### src/rtl/dcs_pkg.sv
package dcs_pkg;
  // Parallel port geometry
  localparam int ADDR_W = 7;
  localparam int DATA_W = 16;
  localparam int SYNC_STAGES = 3;
  // Device control page: address bits 6:3 all ones
  localparam int PAGE_LSB = 3;
  localparam logic [3:0] DEV_PAGE = 4'h000f;
  localparam logic [6:0] ADDR_DEV_CTRL = 7'h0078;
  localparam logic [6:0] ADDR_ROUTE = 7'h0079;
  localparam logic [6:0] ADDR_SELFTEST = 7'h007d;
  localparam logic [6:0] ADDR_STATUS = 7'h007e;
  localparam logic [6:0] ADDR_IMM = 7'h007f;
  // Reset values
  localparam logic [15:0] RST_CTRL = 16'h0000;
  localparam logic [15:0] RST_ROUTE = 16'h0000;
  localparam logic [15:0] RD_ZERO = 16'h0000;
  // Device control fields
  localparam int TESTMODE_BIT = 14;
  // Self-test register fields
  localparam int VALID_BIT = 15;
  localparam int SIG_MSB = 14;
  localparam int SIG_LSB = 3;
  localparam int SIG_W = 12;
  localparam int REV_MSB = 2;
  localparam int REV_W = 3;
  // Status register fields
  localparam int N_CHAN = 4;
  localparam int CH_STAT_W = 16;
  localparam int CHAN_FAULT_LSB = 12;
  localparam int OUT_FAULT_BIT = 11;
  localparam int N_SAT = 10;
  localparam logic [15:0] CH_FAULT_MASK = 16'h0788;
  // Immediate action fields
  localparam int IMM_RST_BIT = 1;
  localparam int IMM_SYNC_BIT = 0;
  // Summer data widths
  localparam int SUM_IN_W = 21;
  localparam int SUM_OUT_W = 20;
  // Self-test compactor
  localparam int BIST_LEN = 256;
  localparam logic [11:0] BIST_TAPS = 12'h0829;
  localparam logic [11:0] BIST_SEED = 12'h0001;

  typedef enum logic [2:0] {
    DCS_BIST_IDLE = 3'b001,
    DCS_BIST_RUN = 3'b010,
    DCS_BIST_DONE = 3'b100
  } dcs_bist_state_t;
endpackage

### src/rtl/dcs_bist.sv
`timescale 1ns/1ps
module dcs_bist #(
  parameter int LEN = dcs_pkg::BIST_LEN
) (
  input wire logic clk_sys,
  input wire logic clr,
  input wire logic run_en,
  input wire logic start,
  input wire logic [dcs_pkg::SIG_W-1:0] stim,
  output logic [dcs_pkg::SIG_W-1:0] sig_q,
  output logic done_q
);
  localparam int CW = $clog2(LEN) + 1;
  localparam logic [CW-1:0] LAST = CW'(LEN - 1);
  localparam logic [CW-1:0] CNT_ZERO = '0;

  dcs_pkg::dcs_bist_state_t state_q;
  logic [CW-1:0] cnt_q;
  logic fb;

  assign fb = ^(sig_q & dcs_pkg::BIST_TAPS);

  // Sequencer; a drop of run_en aborts so a stale signature never completes
  always_ff @(posedge clk_sys) begin
    if (clr || !run_en) begin
      state_q <= dcs_pkg::DCS_BIST_IDLE;
      cnt_q <= CNT_ZERO;
    end else begin
      case (state_q)
        dcs_pkg::DCS_BIST_IDLE: begin
          if (start) begin
            state_q <= dcs_pkg::DCS_BIST_RUN;
            cnt_q <= CNT_ZERO;
          end
        end
        dcs_pkg::DCS_BIST_RUN: begin
          cnt_q <= cnt_q + 1'b1;
          if (cnt_q == LAST) begin
            state_q <= dcs_pkg::DCS_BIST_DONE;
          end
        end
        dcs_pkg::DCS_BIST_DONE: begin
          state_q <= dcs_pkg::DCS_BIST_IDLE;
        end
        default: begin
          state_q <= dcs_pkg::DCS_BIST_IDLE;
        end
      endcase
    end
  end

  // Signature compactor, seeded at start
  always_ff @(posedge clk_sys) begin
    if (clr) begin
      sig_q <= dcs_pkg::BIST_SEED;
    end else if (state_q == dcs_pkg::DCS_BIST_IDLE && start && run_en) begin
      sig_q <= dcs_pkg::BIST_SEED;
    end else if (state_q == dcs_pkg::DCS_BIST_RUN && run_en) begin
      sig_q <= {sig_q[dcs_pkg::SIG_W-2:0], fb} ^ stim;
    end
  end

  // Completion pulse
  always_ff @(posedge clk_sys) begin
    if (clr) begin
      done_q <= 1'b0;
    end else begin
      done_q <= (state_q == dcs_pkg::DCS_BIST_RUN) && run_en && (cnt_q == LAST);
    end
  end
endmodule

### src/rtl/dcs_sat_clamp.sv
`timescale 1ns/1ps
module dcs_sat_clamp #(
  parameter int IN_W = dcs_pkg::SUM_IN_W,
  parameter int OUT_W = dcs_pkg::SUM_OUT_W
) (
  input wire logic clk_sys,
  input wire logic clr,
  input wire logic signed [IN_W-1:0] sum_in,
  output logic signed [OUT_W-1:0] out_q,
  output logic sat_q
);
  // Symmetric range: negative limit is most negative plus one
  localparam logic signed [OUT_W-1:0] MAX_POS = {1'b0, {(OUT_W-1){1'b1}}};
  localparam logic signed [OUT_W-1:0] MAX_NEG = -MAX_POS;
  localparam logic signed [IN_W-1:0] WIDE_POS = IN_W'(MAX_POS);
  localparam logic signed [IN_W-1:0] WIDE_NEG = -WIDE_POS;

  // Registered clamp with one-cycle saturation event
  always_ff @(posedge clk_sys) begin
    if (clr) begin
      out_q <= '0;
      sat_q <= 1'b0;
    end else if (sum_in > WIDE_POS) begin
      out_q <= MAX_POS;
      sat_q <= 1'b1;
    end else if (sum_in < WIDE_NEG) begin
      out_q <= MAX_NEG;
      sat_q <= 1'b1;
    end else begin
      out_q <= sum_in[OUT_W-1:0];
      sat_q <= 1'b0;
    end
  end
endmodule

### src/rtl/dcs_regs.sv
`timescale 1ns/1ps
// Operation
// - Routing register applies on update strobe only
// - Immediate action is write-only, reads zero
// - Self-test register is read-only
// - Valid flag clears on test-mode change, sets
// - Twelve-bit signature field in self-test register
// - Fixed revision code in low three bits
// - Per-channel fault flags in status bits 15:12
// - Channel fault is OR of status 10:7,3
// - Cascade and summer saturation flags in 9:0
// - Saturation clamps to symmetric limits
// - Writing one clears summary fault bits
// - Channel clear also clears channel status word
// - Output fault clear clears all saturation flags
// - Immediate bit one gives hard reset pulse
// - Device idles after hard reset
// - Immediate bit zero gives sync-out pulse
// - Master cleared by hard, slave by both
module dcs_regs #(
  parameter logic [dcs_pkg::REV_W-1:0] REVISION = 3'h5, // Arbitrary value
  parameter int BIST_LEN = dcs_pkg::BIST_LEN
) (
  input wire logic clk_sys,
  input wire logic rst_n,
  input wire logic cs_n,
  input wire logic wr_n,
  input wire logic rd_n,
  input wire logic [dcs_pkg::ADDR_W-1:0] addr,
  input wire logic [dcs_pkg::DATA_W-1:0] data_in,
  output logic [dcs_pkg::DATA_W-1:0] data_out,
  output logic data_oe,
  input wire logic update_strobe_n,
  input wire logic soft_rst,
  input wire logic [dcs_pkg::N_CHAN*dcs_pkg::CH_STAT_W-1:0] chan_status,
  input wire logic [dcs_pkg::N_SAT*dcs_pkg::SUM_IN_W-1:0] sum_in,
  output logic [dcs_pkg::N_SAT*dcs_pkg::SUM_OUT_W-1:0] sum_out,
  output logic [dcs_pkg::N_CHAN-1:0] chan_status_clr,
  output logic [dcs_pkg::DATA_W-1:0] device_control,
  output logic [dcs_pkg::DATA_W-1:0] output_routing,
  output logic hard_reset_pulse,
  output logic sync_out_pulse
);
  localparam int NS = dcs_pkg::SYNC_STAGES;
  localparam int BW = dcs_pkg::ADDR_W + dcs_pkg::DATA_W + 4;

  // Pin synchronisers: stage 0 is read only by stage 1
  logic [BW-1:0] pin_s [NS];
  logic cs_n_s, wr_n_s, wr_n_prev, rd_n_s, upd_n_s, upd_n_prev;
  logic [dcs_pkg::ADDR_W-1:0] addr_s;
  logic [dcs_pkg::DATA_W-1:0] wdata_s;

  always_ff @(posedge clk_sys) begin
    if (!rst_n) begin
      for (int k = 0; k < NS; k++) begin
        pin_s[k] <= {{(BW-4){1'b0}}, 4'hf};
      end
    end else begin
      pin_s[0] <= {addr, data_in, cs_n, wr_n, rd_n, update_strobe_n};
      for (int k = 1; k < NS; k++) begin
        pin_s[k] <= pin_s[k-1];
      end
    end
  end

  // Last stage carries the bus; wr and update edges use stages 1 and 2
  assign {addr_s, wdata_s, cs_n_s, wr_n_prev, rd_n_s, upd_n_prev} = pin_s[NS-1];
  assign wr_n_s = pin_s[NS-2][2];
  assign upd_n_s = pin_s[NS-2][0];

  // Decode: write taken on the rising edge of the write strobe
  logic in_page, wr_evt, rd_act, upd_evt;
  assign in_page = (addr_s[dcs_pkg::ADDR_W-1:dcs_pkg::PAGE_LSB] == dcs_pkg::DEV_PAGE);
  assign wr_evt = !cs_n_s && !wr_n_prev && wr_n_s && in_page;
  assign rd_act = !cs_n_s && !rd_n_s && in_page;
  assign upd_evt = !upd_n_prev && upd_n_s;

  logic wr_ctrl, wr_route, wr_status, wr_imm;
  assign wr_ctrl = wr_evt && (addr_s == dcs_pkg::ADDR_DEV_CTRL);
  assign wr_route = wr_evt && (addr_s == dcs_pkg::ADDR_ROUTE);
  assign wr_status = wr_evt && (addr_s == dcs_pkg::ADDR_STATUS);
  assign wr_imm = wr_evt && (addr_s == dcs_pkg::ADDR_IMM);

  // Immediate actions: self-clearing one-cycle pulses
  logic hard_rst_q, sync_out_q;
  always_ff @(posedge clk_sys) begin
    if (!rst_n) begin
      hard_rst_q <= 1'b0;
      sync_out_q <= 1'b0;
    end else begin
      hard_rst_q <= wr_imm && wdata_s[dcs_pkg::IMM_RST_BIT];
      sync_out_q <= wr_imm && wdata_s[dcs_pkg::IMM_SYNC_BIT];
    end
  end

  // Hard reset covers the pin reset and the immediate-action pulse
  logic clr_all, clr_slv;
  assign clr_all = !rst_n || hard_rst_q;
  assign clr_slv = clr_all || soft_rst;

  // Master stage, written from the strobe, cleared only by hard reset
  logic [dcs_pkg::DATA_W-1:0] ctrl_m_q, route_m_q;
  always_ff @(posedge clk_sys) begin
    if (clr_all) begin
      ctrl_m_q <= dcs_pkg::RST_CTRL;
      route_m_q <= dcs_pkg::RST_ROUTE;
    end else begin
      if (wr_ctrl) begin
        ctrl_m_q <= wdata_s;
      end
      if (wr_route) begin
        route_m_q <= wdata_s;
      end
    end
  end

  // Slave stage; control follows the master every cycle, routing only on the update strobe, so a second routing write before it replaces the first
  logic [dcs_pkg::DATA_W-1:0] ctrl_s_q, route_s_q;
  always_ff @(posedge clk_sys) begin
    if (clr_slv) begin
      ctrl_s_q <= dcs_pkg::RST_CTRL;
      route_s_q <= dcs_pkg::RST_ROUTE;
    end else begin
      ctrl_s_q <= ctrl_m_q;
      if (upd_evt) begin
        route_s_q <= route_m_q;
      end
    end
  end

  // Test mode edge tracking for the self-test valid flag
  logic tm_q, tm_prev_q, tm_rise, tm_chg;
  assign tm_q = ctrl_s_q[dcs_pkg::TESTMODE_BIT];
  assign tm_rise = tm_q && !tm_prev_q;
  assign tm_chg = tm_q != tm_prev_q;
  always_ff @(posedge clk_sys) begin
    if (clr_all) begin
      tm_prev_q <= 1'b0;
    end else begin
      tm_prev_q <= tm_q;
    end
  end

  logic [dcs_pkg::SIG_W-1:0] bist_sig;
  logic bist_done;
  dcs_bist #(
    .LEN(BIST_LEN)
  ) u_bist (
    .clk_sys(clk_sys),
    .clr(clr_all),
    .run_en(tm_q),
    .start(tm_rise),
    .stim(ctrl_s_q[dcs_pkg::SIG_W-1:0] ^ route_s_q[dcs_pkg::SIG_W-1:0]),
    .sig_q(bist_sig),
    .done_q(bist_done)
  );

  // Valid flag: any test-mode change wins over a completion
  logic valid_q;
  always_ff @(posedge clk_sys) begin
    if (clr_all) begin
      valid_q <= 1'b0;
    end else if (tm_chg) begin
      valid_q <= 1'b0;
    end else if (bist_done) begin
      valid_q <= 1'b1;
    end
  end

  // Saturating summers, one per cascade or output path
  logic [dcs_pkg::N_SAT-1:0] sat_pulse;
  genvar g;
  generate
    for (g = 0; g < dcs_pkg::N_SAT; g++) begin : g_sat
      dcs_sat_clamp #(
        .IN_W(dcs_pkg::SUM_IN_W),
        .OUT_W(dcs_pkg::SUM_OUT_W)
      ) u_clamp (
        .clk_sys(clk_sys),
        .clr(clr_all),
        .sum_in(sum_in[g*dcs_pkg::SUM_IN_W +: dcs_pkg::SUM_IN_W]),
        .out_q(sum_out[g*dcs_pkg::SUM_OUT_W +: dcs_pkg::SUM_OUT_W]),
        .sat_q(sat_pulse[g])
      );
    end
  endgenerate

  // Saturation flags and output fault: set wins over a same-cycle clear
  logic [dcs_pkg::N_SAT-1:0] sat_q;
  logic out_fault_q, out_clr;
  assign out_clr = wr_status && wdata_s[dcs_pkg::OUT_FAULT_BIT];
  always_ff @(posedge clk_sys) begin
    if (clr_slv) begin
      sat_q <= '0;
      out_fault_q <= 1'b0;
    end else begin
      sat_q <= (sat_q & ~{dcs_pkg::N_SAT{out_clr}}) | sat_pulse;
      out_fault_q <= (out_fault_q && !out_clr) || (|sat_pulse);
    end
  end

  // Channel summary faults, one per channel
  logic [dcs_pkg::N_CHAN-1:0] ch_fault_q, ch_set, ch_clr;
  generate
    for (g = 0; g < dcs_pkg::N_CHAN; g++) begin : g_chan
      assign ch_set[g] = |(chan_status[g*dcs_pkg::CH_STAT_W +: dcs_pkg::CH_STAT_W]
                           & dcs_pkg::CH_FAULT_MASK);
      assign ch_clr[g] = wr_status && wdata_s[dcs_pkg::CHAN_FAULT_LSB + g];
      always_ff @(posedge clk_sys) begin
        if (clr_slv) begin
          ch_fault_q[g] <= 1'b0;
          chan_status_clr[g] <= 1'b0;
        end else begin
          ch_fault_q[g] <= (ch_fault_q[g] && !ch_clr[g]) || ch_set[g];
          chan_status_clr[g] <= ch_clr[g];
        end
      end
    end
  endgenerate

  // Read mux; reserved and unused locations return zero
  logic [dcs_pkg::DATA_W-1:0] rd_mux;
  always_comb begin
    rd_mux = dcs_pkg::RD_ZERO;
    case (addr_s)
      dcs_pkg::ADDR_DEV_CTRL: rd_mux = ctrl_s_q;
      dcs_pkg::ADDR_ROUTE: rd_mux = route_s_q;
      dcs_pkg::ADDR_SELFTEST: begin
        rd_mux[dcs_pkg::VALID_BIT] = valid_q;
        rd_mux[dcs_pkg::SIG_MSB:dcs_pkg::SIG_LSB] = bist_sig;
        rd_mux[dcs_pkg::REV_MSB:0] = REVISION;
      end
      dcs_pkg::ADDR_STATUS: begin
        rd_mux[dcs_pkg::CHAN_FAULT_LSB +: dcs_pkg::N_CHAN] = ch_fault_q;
        rd_mux[dcs_pkg::OUT_FAULT_BIT] = out_fault_q;
        rd_mux[dcs_pkg::N_SAT-1:0] = sat_q;
      end
      dcs_pkg::ADDR_IMM: rd_mux = dcs_pkg::RD_ZERO;
      default: rd_mux = dcs_pkg::RD_ZERO;
    endcase
  end

  // Registered read port; drive only while the host reads this page
  always_ff @(posedge clk_sys) begin
    if (!rst_n) begin
      data_out <= dcs_pkg::RD_ZERO;
      data_oe <= 1'b0;
    end else begin
      data_oe <= rd_act;
      data_out <= rd_act ? rd_mux : dcs_pkg::RD_ZERO;
    end
  end

  // Output registers toward the datapath
  always_ff @(posedge clk_sys) begin
    if (!rst_n) begin
      device_control <= dcs_pkg::RST_CTRL;
      output_routing <= dcs_pkg::RST_ROUTE;
      hard_reset_pulse <= 1'b0;
      sync_out_pulse <= 1'b0;
    end else begin
      device_control <= ctrl_s_q;
      output_routing <= route_s_q;
      hard_reset_pulse <= hard_rst_q;
      sync_out_pulse <= sync_out_q;
    end
  end
endmodule

### config.mk
export PLATFORM = sky130hd
export DESIGN_NAME = dcs_regs
export DESIGN_NICKNAME = d
export VERILOG_FILES = /design/src/rtl/dcs_pkg.sv /design/src/rtl/dcs_bist.sv /design/src/rtl/dcs_sat_clamp.sv /design/src/rtl/dcs_regs.sv
export SDC_FILE = /design/constraint.sdc
export NUM_CORES = 1
export LEC_CHECK = 0
export BUFFER_PORTS_ARGS = -buffer_cell sky130_fd_sc_hd__buf_2
export CAP_MARGIN = 15
export CORE_AREA = 2 2 220 222
export CTS_BUF_LIST = sky130_fd_sc_hd__clkbuf_16
export DETAILED_ROUTE_END_ITERATION = 12
export DIE_AREA = 0 0 222 224
export GPL_ROUTABILITY_DRIVEN = 0
export SYNTH_ARGS = -nofsm -noshare
export SYNTH_HDL_FRONTEND = slang
export SYNTH_SLANG_ARGS = --single-unit
### constraint.sdc
create_clock -name clk_sys -period 1.8 [get_ports clk_sys]
set_input_delay 0.54 -clock clk_sys [delete_from_list [all_inputs] [get_ports clk_sys]]
set_output_delay 0.54 -clock clk_sys [all_outputs]
set_load 0.005 [all_outputs]
**Word level (Yosys, flattened, before mapping)**

Memory sizes are Yosys's and may differ from the RTL's.
Cells that the tools add are included.

- Logic and storage cells: 222
- Memories: 1
- Output and inout bits: 255
- RAM bits: 81
- Flip-flop bits (word level): 373
- Input port bits: 304

- Bitwise gates (word level): 8
- $add $sub $neg: 1
- Equality and inequality tests: 12
- Reduce and logical (&&, ||, !) cells: 69
- Muxes and demuxes: 53
- Magnitude comparators: 20

Memory list:

| memory | depth | bits a word | rd ports | clocked after Yosys merged registers in | write ports | RTL line | source |
|---|---|---|---|---|---|---|---|
| pin_s | 3 | 27 | 3 | 0 | 3 | dcs_regs.sv:48 | `logic [BW-1:0] pin_s [NS];` |

Operators by type and width:

| kind | number |
|---|---|
| $gt A21 B20 Y1 const B | 10 |
| $lt A21 B20 Y1 const B | 10 |
| $mux W20 | 10 |
| $mux W19 | 10 |
| $mux W27 | 3 |
| $pmux W10 S4 | 1 |
| $eq A7 B7 Y1 const B | 5 |
| $logic_and A1 B1 Y1 | 27 |
| $reduce_or A2 Y1 | 12 |
| $xor A12 B12 Y12 | 2 |
| $mux W1 | 22 |
| $pmux W5 S4 | 1 |
| $reduce_or A5 Y1 | 4 |
| $pmux W9 S2 | 1 |
| $logic_not A1 Y1 | 12 |
| $reduce_xor A12 Y1 | 1 |
| $and A10 B10 Y10 | 1 |
| $not A10 Y10 | 1 |
| $or A10 B10 Y10 | 1 |
| $reduce_or A10 Y1 | 1 |
| $add A9 B1 Y9 const B | 1 |
| $eq A9 B8 Y1 const B | 1 |
| $mux W9 | 1 |
| $logic_or A1 B1 Y1 | 8 |
| other kinds (12) | 17 |

**Logic depth before layout (Yosys ltp)**

Gate-level depths: netlist of the first run.
An unclocked memory read counts as a cell.

- Word-level depth: 10
- Depth in mapped cells: 8
- Gate-level depth less buffers: 8

**Hierarchy**

From an unflattened synthesis of the first run, not the netlist that was laid out.

- Cells, all modules: 1630
- Area, all modules: 16540.9 µm²

Modules (own cells, without submodules):

| module | area an instance (µm²) | instances | cells each | sequential area each (µm²) |
|---|---|---|---|---|
| dcs_sat_clamp | 798.3 | 10 | 81 | 420.4 |
| dcs_regs | 7424.6 | 1 | 694 | 4384.2 |
| dcs_bist | 1133.6 | 1 | 126 | 500.5 |

**Least setup slack after synthesis of the first run**

Ideal clock, no wire load.

- Kind: input port to flip-flop
- From: input port sum_in[49] in the netlist's numbering
- To: register g_sat[2].u_clamp.out_q[12]
- Cell stages on the path: 4
- Path slack: 45 ps
- Arrival: 1598 ps
- Buffers on the path: 0
- Data required time: 1643 ps
- Setup time: 157 ps
- Cells stage by stage: nor4_1 nand4_1 o41ai_2 o32ai_1

- Word-level cells in the longest chain between the ends: 3
- Elaborated cells on any way between the ends: 4
- Those cells by class: 2 x order compare; 2 x mux

Ends and longest elaborated chain:

| item | RTL line | source |
|---|---|---|
| start: declaration | dcs_regs.sv:36 | `input wire logic [dcs_pkg::N_SAT*dcs_pkg::SUM_IN_W-1:0] sum_in,` |
| $lt A21 B20 Y1 | dcs_sat_clamp.sv:26 | `end else if (sum_in < WIDE_NEG) begin` |
| $mux W20 | dcs_sat_clamp.sv:26 |  |
| $mux W19 * | dcs_sat_clamp.sv:23 | `end else if (sum_in > WIDE_POS) begin` |
| end signal: assignment | dcs_sat_clamp.sv:30 | `out_q <= sum_in[OUT_W-1:0];` |
| end: declaration | dcs_sat_clamp.sv:9 | `output logic signed [OUT_W-1:0] out_q,` |

Mark *: on every way between the ends. The rest lies on a longest branch, timed or not.
A chain may end at the register's enable or synchronous reset.

**Worst setup path after layout of the first run**

- From: register u_bist.cnt_q[0]
- To: register u_bist.cnt_q[8]

- Word-level cells in the longest chain between the ends: 2

Ends and longest elaborated chain:

| item | RTL line | source |
|---|---|---|
| start: declaration | dcs_bist.sv:18 | `logic [CW-1:0] cnt_q;` |
| start signal: assignment | dcs_bist.sv:37 | `cnt_q <= cnt_q + 1'b1;` |
| $add A9 B1 Y9 | dcs_bist.sv:37 |  |
| $pmux W9 S2 | dcs_bist.sv:29 | `case (state_q)` |

Every way passes these cells.

==> results of run 1 <==
## power by group through the flow
stage	registers, uW	clock network, uW	logic (uW)
3_3_place_gp	10800	0	2210
2_1_floorplan	10900	0	911
3_5_place_dp	10800	0	2250
4_1_cts	10600	10200	2260
6_report	10600	9990	2250
5_1_grt	10700	10600	2470
## metal layers
layer	routed length [microns]	track usage
met1	22300	0.259
met2	25100	0.336
met3	4350	0.0563
met4	2380	0.103
met5	56	0
## worst paths after layout
kind	startpoint	endpoint	slack (ns)	depth (start not counted)
min	update_strobe_n	pin_s[0][0]	0.14	2
max	u_bist.cnt_q[0]	u_bist.cnt_q[8]	0.12	8
max reg2reg	u_bist.cnt_q[0]	u_bist.cnt_q[8]	0.12	8
min reg2reg	pin_s[0][2]	pin_s[0][29]	0.41	1
## critical path: cells and delay by family, from the launching register on
kind                       cells  cell delay [ns]
and+or+nand+nor                5             0.64
DFF                            1             0.33
adders and majority gates      2             0.46
AOI/OAI and AO/OA              1             0.13
## stage by stage
stage / std cells / setup TNS, ns / power [uW] / utilization / cell area [sq um]
floorplan: 1912 / 0 / 11800 / - / 16700
global placement: 3059 / -7.26 / 13100 / 0.442 / 20900
detailed placement: 3059 / -8.41 / 13100 / 0.442 / 20900
CTS: 3149 / 0 / 23100 / 0.476 / 22500
global route: 3151 / 0 / 23800 / 0.476 / 22600
finish: 3152 / 0 / 22900 / 0.476 / 22600
## cells in the final DEF, fill, tap and decap left out, types with 5 or more instances in the layout
master     Yosys  final
clkinv_1       0     12
nand3_1       36     36
bufinv_16      0      6
mux2i_1       14     14
o22ai_1       14     14
dfxtp_1      454    452
nor4_1        43     43
o32ai_1       70     70
o21ai_0       27     27
inv_1         21     27
clkbuf_16      0     49
nand2b_1      15     14
a21oi_1      180    180
nor2_1       452    452
clkinv_2       0     10
nor3_1         7      7
a22o_1        11     11
o21a_1        11     11
o311a_1       10     10
nand4_1       12     12
nand2_1      149    149
a22oi_1       15     15
buf_2         28    514
inv_6          0      5
buf_12         0     19
o41ai_4        7      7
buf_4          4    144
xnor2_1       24     24
or3_1         12     11
and3_1         8      5
and2_1       135    135
## layout make-up
| type | instances | area, sq um | share of cell area |
|---|---|---|---|
| Antenna cell | 3 | 7.51 | 0.000333 |
| Clock buffer | 49 | 1230 | 0.0544 |
| Clock inverter | 41 | 360 | 0.0160 |
| Inverter | 21 | 78.8 | 0.00349 |
| Multi-Input combinational cell | 1292 | 6990 | 0.310 |
| Sequential cell | 454 | 9090 | 0.403 |
| Tap cell | 615 | 769 | 0.0341 |
| Timing Repair Buffer | 677 | 4030 | 0.179 |
## kinds of logic after synthesis
| logic type | count (synthesis) | share of synthesized area |
|---|---|---|
| flops | 454 | 0.544 |
| xor+xnor | 25 | 0.0139 |
| buf+inv | 166 | 0.0403 |
| mux | 15 | 0.00906 |
| compound gates | 356 | 0.145 |
| fa+ha+maj | 3 | 0.00225 |
| simple gates | 893 | 0.245 |
==> reports/qor.csv, run 1 <==
stage;metric;value;unit
worst_setup_path;cp_max_fo;4;
cells_and_area;largest_reg_flops;200;
power;ir_drop;725;uV
clock_network;htreeDepth;2;
worst_setup_path;endpoint_kind;flip-flop;
synthesis;yosysMostFrequentCell;dfxtp_1;
power;clkPwrFrac;0.437;
synthesis;synth.distinct_cells;52;
sta;finalMaxSlewViolations;0;
synthesis;yosys-top-cells-count;454 x dfxtp_1, 452 x nor2_1, 180 x a21oi_1;
power;p_seq_frac;0.465;
worst_setup_path;critPathLaunchType;flip-flop;
worst_setup_path;worst-endpoint-arrival;2.14;ns
floorplanning;pin_count;559;
synthesis;yosys-top-cells-area;dfxtp_1 54%, nor2_1 10%, a21oi_1 5.4%, and2_1 5.1%, o32ai_1 3.7%;
floorplanning;core_area;47300;sq um
synthesis;yosysTopAreaCell;dfxtp_1;
sta;tightest_slew;0.697;ns
synthesis;synth_edf_count;0;
sta;max_freq;594;MHz
floorplanning;die_area;49700;sq um
worst_hold_path;hold_path.class;in2reg;
clock_network;post_cts_buffers;0;
worst_setup_path;worstPathCellList;ha_2 > and3_4 > and3_4 > and3_1 > ha_1 > nor2_1 > a31oi_1 > nor2_1;
cells_and_area;top_register;g_sat.u_clamp.out_q;
sta;hold_viol_final;0;
floorplanning;initial_utilization;0.353;
global_route;grt.overflow.total;0;
detailed_routing;viasPerCell;4.93;
synthesis;yosysWarnings;0;
power;power_frac_comb;0.098;
power;p_int;17300;uW
clock_network;clock_latency;0.58;ns
synthesis;synthFlopType;dfxtp_1;
detailed_routing;drt_iter0_drc;990;
power;switching_share;0.242;
sta;setup_viol;0;
floorplanning;core.rowCount;80;
run_status;status;complete, no violations;
detailed_routing;via_count;15544;
clock_network;cts.clk_slew.worst_paths;0.06;ns
synthesis;syn-mean-instance-area;8.74;sq um
worst_setup_path;critPathMaxStageDelay;0.33;ns
clock_network;cts_sinks;454;
cells_and_area;final_nets;2802;
synthesis;async_flop_share;0;
detailed_routing;ant_nets;0;
global_route;grt_pass1_vias;14791;
cells_and_area;area_growth;35.0;%
global_route;grt_pass1_wl;82200;microns
flow_run;maxCapViolCount;0;
clock_network;clockRootBuffer;clkbuf_16;
clock_network;cts_max_path_buffers;3;
synthesis;synth_fp_nets;2219;
detailed_routing;wl;54200;microns
cells_and_area;top_regs;g_sat.u_clamp.out_q: 200 flops, pin_s: 81 flops;
sta;whs;0.143;ns
floorplanning;fp.dieH;224;microns
power;power_density;1010;nW/um^2
detailed_routing;drc;0;
sta;max-slew-margin-rel;0.535;
power;leakagePower;0.00998;uW
power;p_sw;5530;uW
clock_network;cts_resized;0;
synthesis;synth_seq_cells;454;
synthesis;synth_cells;1912;
global_route;antenna_found_initial;10;
worst_setup_path;cp_slowest_cell;dfxtp_2;
synthesis;yosysTopAreaCellShare;0.544;
clock_network;cts_tree;built;
synthesis;ys_seq_area_frac;0.544;
sta;period_share;0.936;
worst_setup_path;worstSetupPathType;reg2reg;
global_route;grtUsageTotal;0.209;
detailed_routing;routedWlPerCell;17.2;microns
placement;pre_cts_ws;-0.318;ns
clock_network;postCtsHoldBufs;0;
synthesis;syn-cell-area;16700;sq um
detailed_routing;drtPass1Iterations;5;
sta;fin_crit;1.68;ns
placement;io_buffers;514;
clock_network;numCtsBuffers;49;
placement;hpwlAfterDp;40800;microns
global_route;grt_max_degree;114;
sta;fin_skew;0.0171;ns
sta;rsz0062_at_grt;false;
sta;fin_ws;0.115;ns
worst_setup_path;required;2.25;ns
cells_and_area;fill_cells;4558;
cells_and_area;final_layout_size_suffix_gt1_frac;0.307;
floorplanning;chipWidth;222;microns
(Power assumes the default switching activity.)
==> run 2, diff against run 1 <==
- CORE_AREA: 2 2 220 222 -> 2 2 219 221
- DIE_AREA: 0 0 222 224 -> 0 0 221 223
- SYNTH_HIERARCHICAL: not set -> 1
==> run 2 against run 1 <==
  * Via count down 12%
  * Register-to-register slack got worse by 0.04 ns
  * Clock-buffer cell count unchanged
  * Clock skew decreased by 0.0030 ns
  * Largest cell class unchanged
  * Hold slack worse by 0.012 ns
==> reports/qor.csv, run 2 <==
stage;metric;value;unit;change
power;ir_drop;676;uV;-6.7%
sta;period_share;0.957;;+0.0208
synthesis;synth_edf_count;0;;unchanged
clock_network;post_cts_buffers;0;;unchanged
detailed_routing;maxUsedRoutingLayer;met5;;
power;power_density;1040;nW/um^2;+2.5%
floorplanning;core.rowCount;80;;unchanged
synthesis;syn-mean-instance-area;10.1;sq um;+16%
synthesis;synthAdderAreaFrac;0.00227;;+0.0000224
worst_hold_path;hold_path.class;in2reg;;
floorplanning;chipWidth;221;microns;-0.45%
worst_setup_path;cp_max_fo;31;;+27
worst_setup_path;worstSetupPathType;reg2reg;;
global_route;grt_pass1_vias;13480;;-8.9%
synthesis;muxShareOfSynthArea;0.0289;;+0.0198
clock_network;cts_max_path_buffers;3;;unchanged
detailed_routing;viasPerCell;4.81;;-2.5%
worst_setup_path;worst-endpoint-arrival;2.25;ns;+0.11 ns
detailed_routing;via_count;13638;;-12%
detailed_routing;drc;0;;unchanged
synthesis;async_flop_share;0;;unchanged
worst_setup_path;critPathLaunchType;flip-flop;;
power;leakagePower;0.00963;uW;-3.5%
floorplanning;core_area;47100;sq um;-0.42%
run_status;status;complete, no violations;;
cells_and_area;largest_reg_flops;200;;unchanged
cells_and_area;final_layout_size_suffix_gt1_frac;0.415;;+0.108
sta;max-slew-margin-rel;0.462;;-0.0730
synthesis;synth_fp_nets;1937;;-13%
synthesis;syn-cell-area;16500;sq um;-0.99%
clock_network;numCtsBuffers;49;;unchanged
sta;fin_crit;1.72;ns;+0.0375 ns
synthesis;synth_seq_cells;454;;unchanged
floorplanning;initial_utilization;0.351;;-0.00200
synthesis;yosysTopAreaCellShare;0.549;;+0.00543
synthesis;yosysWarnings;6;;+6
clock_network;cts.clk_slew.worst_paths;0.06;ns;about the same
global_route;grt.overflow.total;0;;unchanged
synthesis;synthSimpleGateAreaFrac;0.212;;-0.0327
detailed_routing;routedWlPerCell;17.9;microns;+3.8%
sta;finalSetupTns;0;ns;unchanged
synthesis;yosys-top-cells-area;dfxtp_1 55%, a21oi_2 5.3%, and2_1 4.7%, nand2_1 3.8%, nand2_2 3.8%;;
worst_setup_path;required;2.33;ns;+0.08 ns
cells_and_area;final_util;0.458;;-0.0186
detailed_routing;drtPass1Iterations;5;;unchanged
synthesis;synth.distinct_cells;55;;+5.8%
detailed_routing;wl;50700;microns;-6.6%
synthesis;ys_seq_area_frac;0.549;;+0.00543
detailed_routing;ant_nets;0;;unchanged
sta;tightest_slew;0.806;ns;+0.109 ns
cells_and_area;final_common_cell;buf_2;;
worst_setup_path;endpoint_kind;flip-flop;;
flow_run;maxCapViolCount;0;;unchanged
cells_and_area;final_cell_mix;514 x buf_2, 453 x dfxtp_1, 168 x nand2_1;;
clock_network;clock_latency;0.59;ns;about the same
clock_network;cts_sinks;454;;unchanged
synthesis;yosysMostFrequentCell;dfxtp_1;;
synthesis;synth_compound_area_frac;0.141;;-0.00483
floorplanning;pin_count;559;;unchanged
sta;rsz0062_at_grt;false;;
clock_network;cts_tree;built;;
sta;whs;0.131;ns;-0.0123 ns
sta;finalMaxSlewViolations;0;;unchanged
global_route;grt_max_degree;107;;-6.1%
sta;max_freq;581;MHz;-2.2%
placement;io_buffers;514;;unchanged
sta;setup_viol;0;;unchanged
clock_network;clockRootBuffer;clkbuf_16;;
detailed_routing;wl_met2;23700;microns;-5.6%
global_route;antenna_found_initial;12;;+2
global_route;grtUsageTotal;0.198;;-0.0105
worst_setup_path;reg2reg_slack;0.08;ns;-0.04 ns
sta;fin_skew;0.0142;ns;-0.00297 ns
global_route;grt_pass1_wl;76600;microns;-6.8%
sta;hold_viol_final;0;;unchanged
cells_and_area;top_register;g_sat.u_clamp/out_q;;
detailed_routing;drt_iter0_drc;736;;-26%
cells_and_area;area_growth;30.5;%;
synthesis;synth_cells;1630;;-15%
detailed_routing;met3_length;3870;microns;-11%
cells_and_area;final_nets;2482;;-11%
synthesis;synth_top_family_by_area;simple AND/OR/NAND/NOR gates;;
placement;hpwlAfterDp;39500;microns;-3.3%
clock_network;htreeDepth;2;;unchanged
synthesis;synth_xor_area_frac;0.0143;;+0.000366
detailed_routing;wl_met1;21300;microns;-4.6%
synthesis;yosysTopAreaCell;dfxtp_1;;
floorplanning;fp.dieH;223;microns;-0.45%
synthesis;synthFlopType;dfxtp_1;;
floorplanning;die_area;49300;sq um;-0.89%
cells_and_area;top_regs;g_sat.u_clamp/out_q: 200 flops, pin_s: 81 flops;;
synthesis;yosys-top-cells-count;454 x dfxtp_1, 168 x nand2_1, 123 x and2_1;;
run 2: worst max-delay path: stages, from the launching register on:
cell and delay, ns:
dfxtp_1 0.32, buf_12 0.16, or3b_2 0.47, a21o_1 0.17, a211oi_1 0.36, buf_4 0.18
run 2: worst paths after layout:
kind,from,end,cells after the start
worst max-delay path,pin_s[0][75],data_out[6],5
worst min-delay path,rd_n,pin_s[0][1],2
worst max register to register,pin_s[0][75],data_out[6],5
worst min register to register,pin_s[0][30],pin_s[0][57],1
run 2: cell type report:
cell class / instances / area (sq um)
diodes: 7 / 17.5
clock buffers: 49 / 1230
flip-flops and latches: 454 / 9090
multi-input cells: 1048 / 6630
clock inverters: 42 / 372
inverters: 15 / 60.1
repair buffers: 607 / 3420
fillers: 4550 / 25600
well taps: 615 / 769
run 2: cells by family (layout without fill, tap and decap cells):
group | after synthesis | in the layout
XOR/XNOR | 27 | 27
adder cells (fa/ha/maj) | 3 | 3
buffers and inverters | 128 | 713
multiplexers | 46 | 46
flip-flops | 454 | 454
AND/OR/NAND/NOR | 627 | 627
AO/OA/AOI/OAI | 345 | 345
other | 0 | 7
run 2: what timing repair did:
action	in CTS	in global routing
endpoints found under the hold margin	0	0
setup endpoints to repair	7	9
hold buffers	0	0
gates resized for setup	1	6
run 2: stage by stage:
stage          power [uW]  cells  area, sq um  setup slack (ns)
4_1_cts             22800   2830        21500            0.0359
3_3_place_gp        12700   2739        19900            -0.187
2_1_floorplan       11700   1630        16600            -0.151
3_5_place_dp        12700   2739        19900            -0.271
5_1_grt             23300   2837        21600           0.00533
6_report            22400   2837        21600            0.0777
run 2: power by group:
group	internal (uW)	switching, uW
clock	5730	4200
combinational	837	1060
sequential	10500	143
total	17000	5400
run 2: per-layer routing:
| layer | vias up | global-route usage |
|---|---|---|
| met5 | - | 0 |
| met4 | 6 | 0.0799 |
| met3 | 108 | 0.0569 |
| met2 | 508 | 0.328 |
| met1 | 6355 | 0.243 |
| li1 | 6661 | - |
==> run 3, diff against run 2 <==
- CORE_AREA: 2 2 219 221 -> not set
- CORE_ASPECT_RATIO: not set -> 0.75
- CORE_MARGIN: not set -> 2
- CORE_UTILIZATION: not set -> 35
- DIE_AREA: 0 0 221 223 -> not set
==> run 3 against run 2 <==
  * Sequential power about the same
  * Maximum frequency decreased by 0.54%
  * Cell count up 0.21%
  * First-iteration DRC count increased by 7.9%
  * Non-clock buffer count is 5 lower
  * Highest routed layer unchanged
  * Hold slack improved by 0.020 ns
  * Routed wire length grew 1.7%
==> reports/qor.csv, run 3 (synthesis results as in run 2) <==
stage;metric;value;unit;change
run_status;status;complete, no violations;;
floorplanning;initial_utilization;0.357;;+0.00587
power;ir_drop;693;uV;+2.4%
detailed_routing;drc;0;;unchanged
sta;rsz0062_at_grt;false;;
clock_network;clockRootBuffer;clkbuf_16;;
sta;hold_viol_final;0;;unchanged
floorplanning;pin_count;559;;unchanged
clock_network;post_cts_buffers;0;;unchanged
placement;dpl_cell_area;19900;sq um;-0.22%
clock_network;postCtsHoldBufs;0;;unchanged
clock_network;clock_latency;0.58;ns;about the same
floorplanning;fp.dieH;192;microns;-14%
worst_setup_path;cp.buffers_inverters;1;;-1
placement;dp_cells;2749;;+0.37%
floorplanning;die_area;49000;sq um;-0.51%
worst_setup_path;critPathMaxStageDelay;0.45;ns;-0.02 ns
worst_setup_path;cp_max_fo;2;;-94%
power;power_density;1050;nW/um^2;+1.4%
floorplanning;core.rowCount;68;;-15%
sta;finalMaxSlewViolations;0;;unchanged
worst_setup_path;worst-endpoint-arrival;1.19;ns;-1.06 ns
cells_and_area;top_register;g_sat.u_clamp/out_q;;
global_route;grtUsageTotal;0.204;;+0.00535
floorplanning;core_area;46400;sq um;-1.6%
placement;io_buffers;514;;unchanged
clock_network;cts.clk_slew.worst_paths;0.06;ns;about the same
worst_setup_path;required;1.26;ns;-1.07 ns
cells_and_area;final_layout_size_suffix_gt1_frac;0.410;;-0.00484
global_route;grt.overflow.total;0;;unchanged
clock_network;cts_sinks;454;;unchanged
sta;max_freq;577;MHz;-0.54%
cells_and_area;final_nets;2475;;-0.28%
global_route;grt_pass1_vias;13331;;-1.1%
flow_run;maxCapViolCount;0;;unchanged
worst_setup_path;cp_slowest_cell;dfxtp_1;;
worst_setup_path;crit_family;flip-flops;;
global_route;grt_max_degree;70;;-35%
placement;hpwlAfterDp;39700;microns;+0.48%
sta;fin_crit;1.73;ns;+0.00940 ns
cells_and_area;final_cell_mix;514 x buf_2, 453 x dfxtp_1, 168 x nand2_1;;
global_route;antenna_found_initial;13;;+1
cells_and_area;final_cells;2843;;+0.21%
worst_setup_path;worstPathCellList;buf_2;;
clock_network;numCtsBuffers;47;;-4.1%
detailed_routing;drtPass1Iterations;5;;unchanged
clock_network;cts_tree;built;;
worst_setup_path;critPathLaunchType;flip-flop;;
detailed_routing;via_count;13627;;-0.081%
worst_setup_path;worstSetupPathType;reg2out;;
global_route;grt_pass1_wl;76300;microns;-0.37%
detailed_routing;drt_iter0_drc;794;;+7.9%
sta;tightest_slew;0.549;ns;-0.257 ns
sta;period_share;0.962;;+0.00522
cells_and_area;area_growth;30.3;%;
cells_and_area;largest_reg_flops;200;;unchanged
detailed_routing;viasPerCell;4.79;;-0.29%
clock_network;cts_max_path_buffers;3;;unchanged
cells_and_area;top_regs;g_sat.u_clamp/out_q: 200 flops, pin_s: 81 flops;;
floorplanning;chipWidth;255;microns;+15%
cells_and_area;final_common_cell;buf_2;;
sta;setup_viol;0;;unchanged
detailed_routing;wl;51500;microns;+1.7%
clock_network;htreeDepth;2;;unchanged
detailed_routing;ant_nets;0;;unchanged
cells_and_area;final_area;21600;sq um;-0.13%
detailed_routing;routedWlPerCell;18.1;microns;+1.5%
worst_setup_path;endpoint_kind;primary output;;
sta;fin_skew;0.0151;ns;+0.000900 ns
power;leakagePower;0.00963;uW;about the same
sta;max-slew-margin-rel;0.634;;+0.171
sta;finalSetupTns;0;ns;unchanged
worst_hold_path;hold_path.class;in2reg;;
==> run 3: cell count changes in the layout (fill, tap and decap cells not counted), moves of 2 or more <==
cell,change
clkinvlp_4,-5
bufinv_16,+4
clkinv_1,+4
inv_6,-4
buf_4,-3
nor4_1,+3
nor4_2,-3
buf_12,-2
clkbuf_16,-2
clkinv_8,+2
==> run 3: power breakdown <==
group	internal, uW	switching [uW]	total, uW
sequential	10500	143	10600
clock	6080	4150	10200
combinational	815	1070	1880
total	17400	5360	22700
==> run 3: per-layer routing <==
| layer | vias up | GRT usage | share of wire |
|---|---|---|---|
| li1 | 6642 | - | - |
| met1 | 6388 | 0.260 | 0.43 |
| met2 | 492 | 0.321 | 0.45 |
| met3 | 97 | 0.0672 | 0.089 |
| met4 | 8 | 0.0765 | 0.030 |
| met5 | - | 0 | 0.0011 |
==> run 3: final timing paths <==
path / endpoint / startpoint / slack [ns] / depth (start not counted)
worst min register to register: pin_s[0][27] / pin_s[0][0] / 0.41 / 1
worst max-delay path: sum_out[62] / g_sat[3].u_clamp/out_q[2] / 0.07 / 1
worst min-delay path: pin_s[0][2] / wr_n / 0.15 / 2
worst max register to register: data_out[11] / pin_s[0][75] / 0.10 / 5
==> run 3: layout make-up <==
class | count | area [sq um]
inverter | 15 | 60.1
timing repair buffer | 602 | 3360
sequential | 454 | 9090
antenna | 6 | 15.0
tap | 630 | 788
clock buffer | 47 | 1180
clock inverter | 41 | 453
multi-input combinational | 1048 | 6610
fill | 4415 | 24800
==> run 3: timing repair <==
item,4_1_cts,5_1_grt
pin swaps,0,0
setup endpoints to repair,2,14
resized for setup,2,3
endpoints found under the hold margin,0,0
==> run 3: through the flow <==
step	utilization	hold slack [ns]	setup WS [ns]	power [uW]
3_5_place_dp	0.429	0.397	-0.232	12700
3_3_place_gp	0.429	0.399	-0.174	12700
5_1_grt	0.465	0.131	0.0189	23600
2_1_floorplan	-	0.386	-0.151	11700
4_1_cts	0.464	0.111	0.00453	23000
6_report	0.465	0.151	0.0683	22700
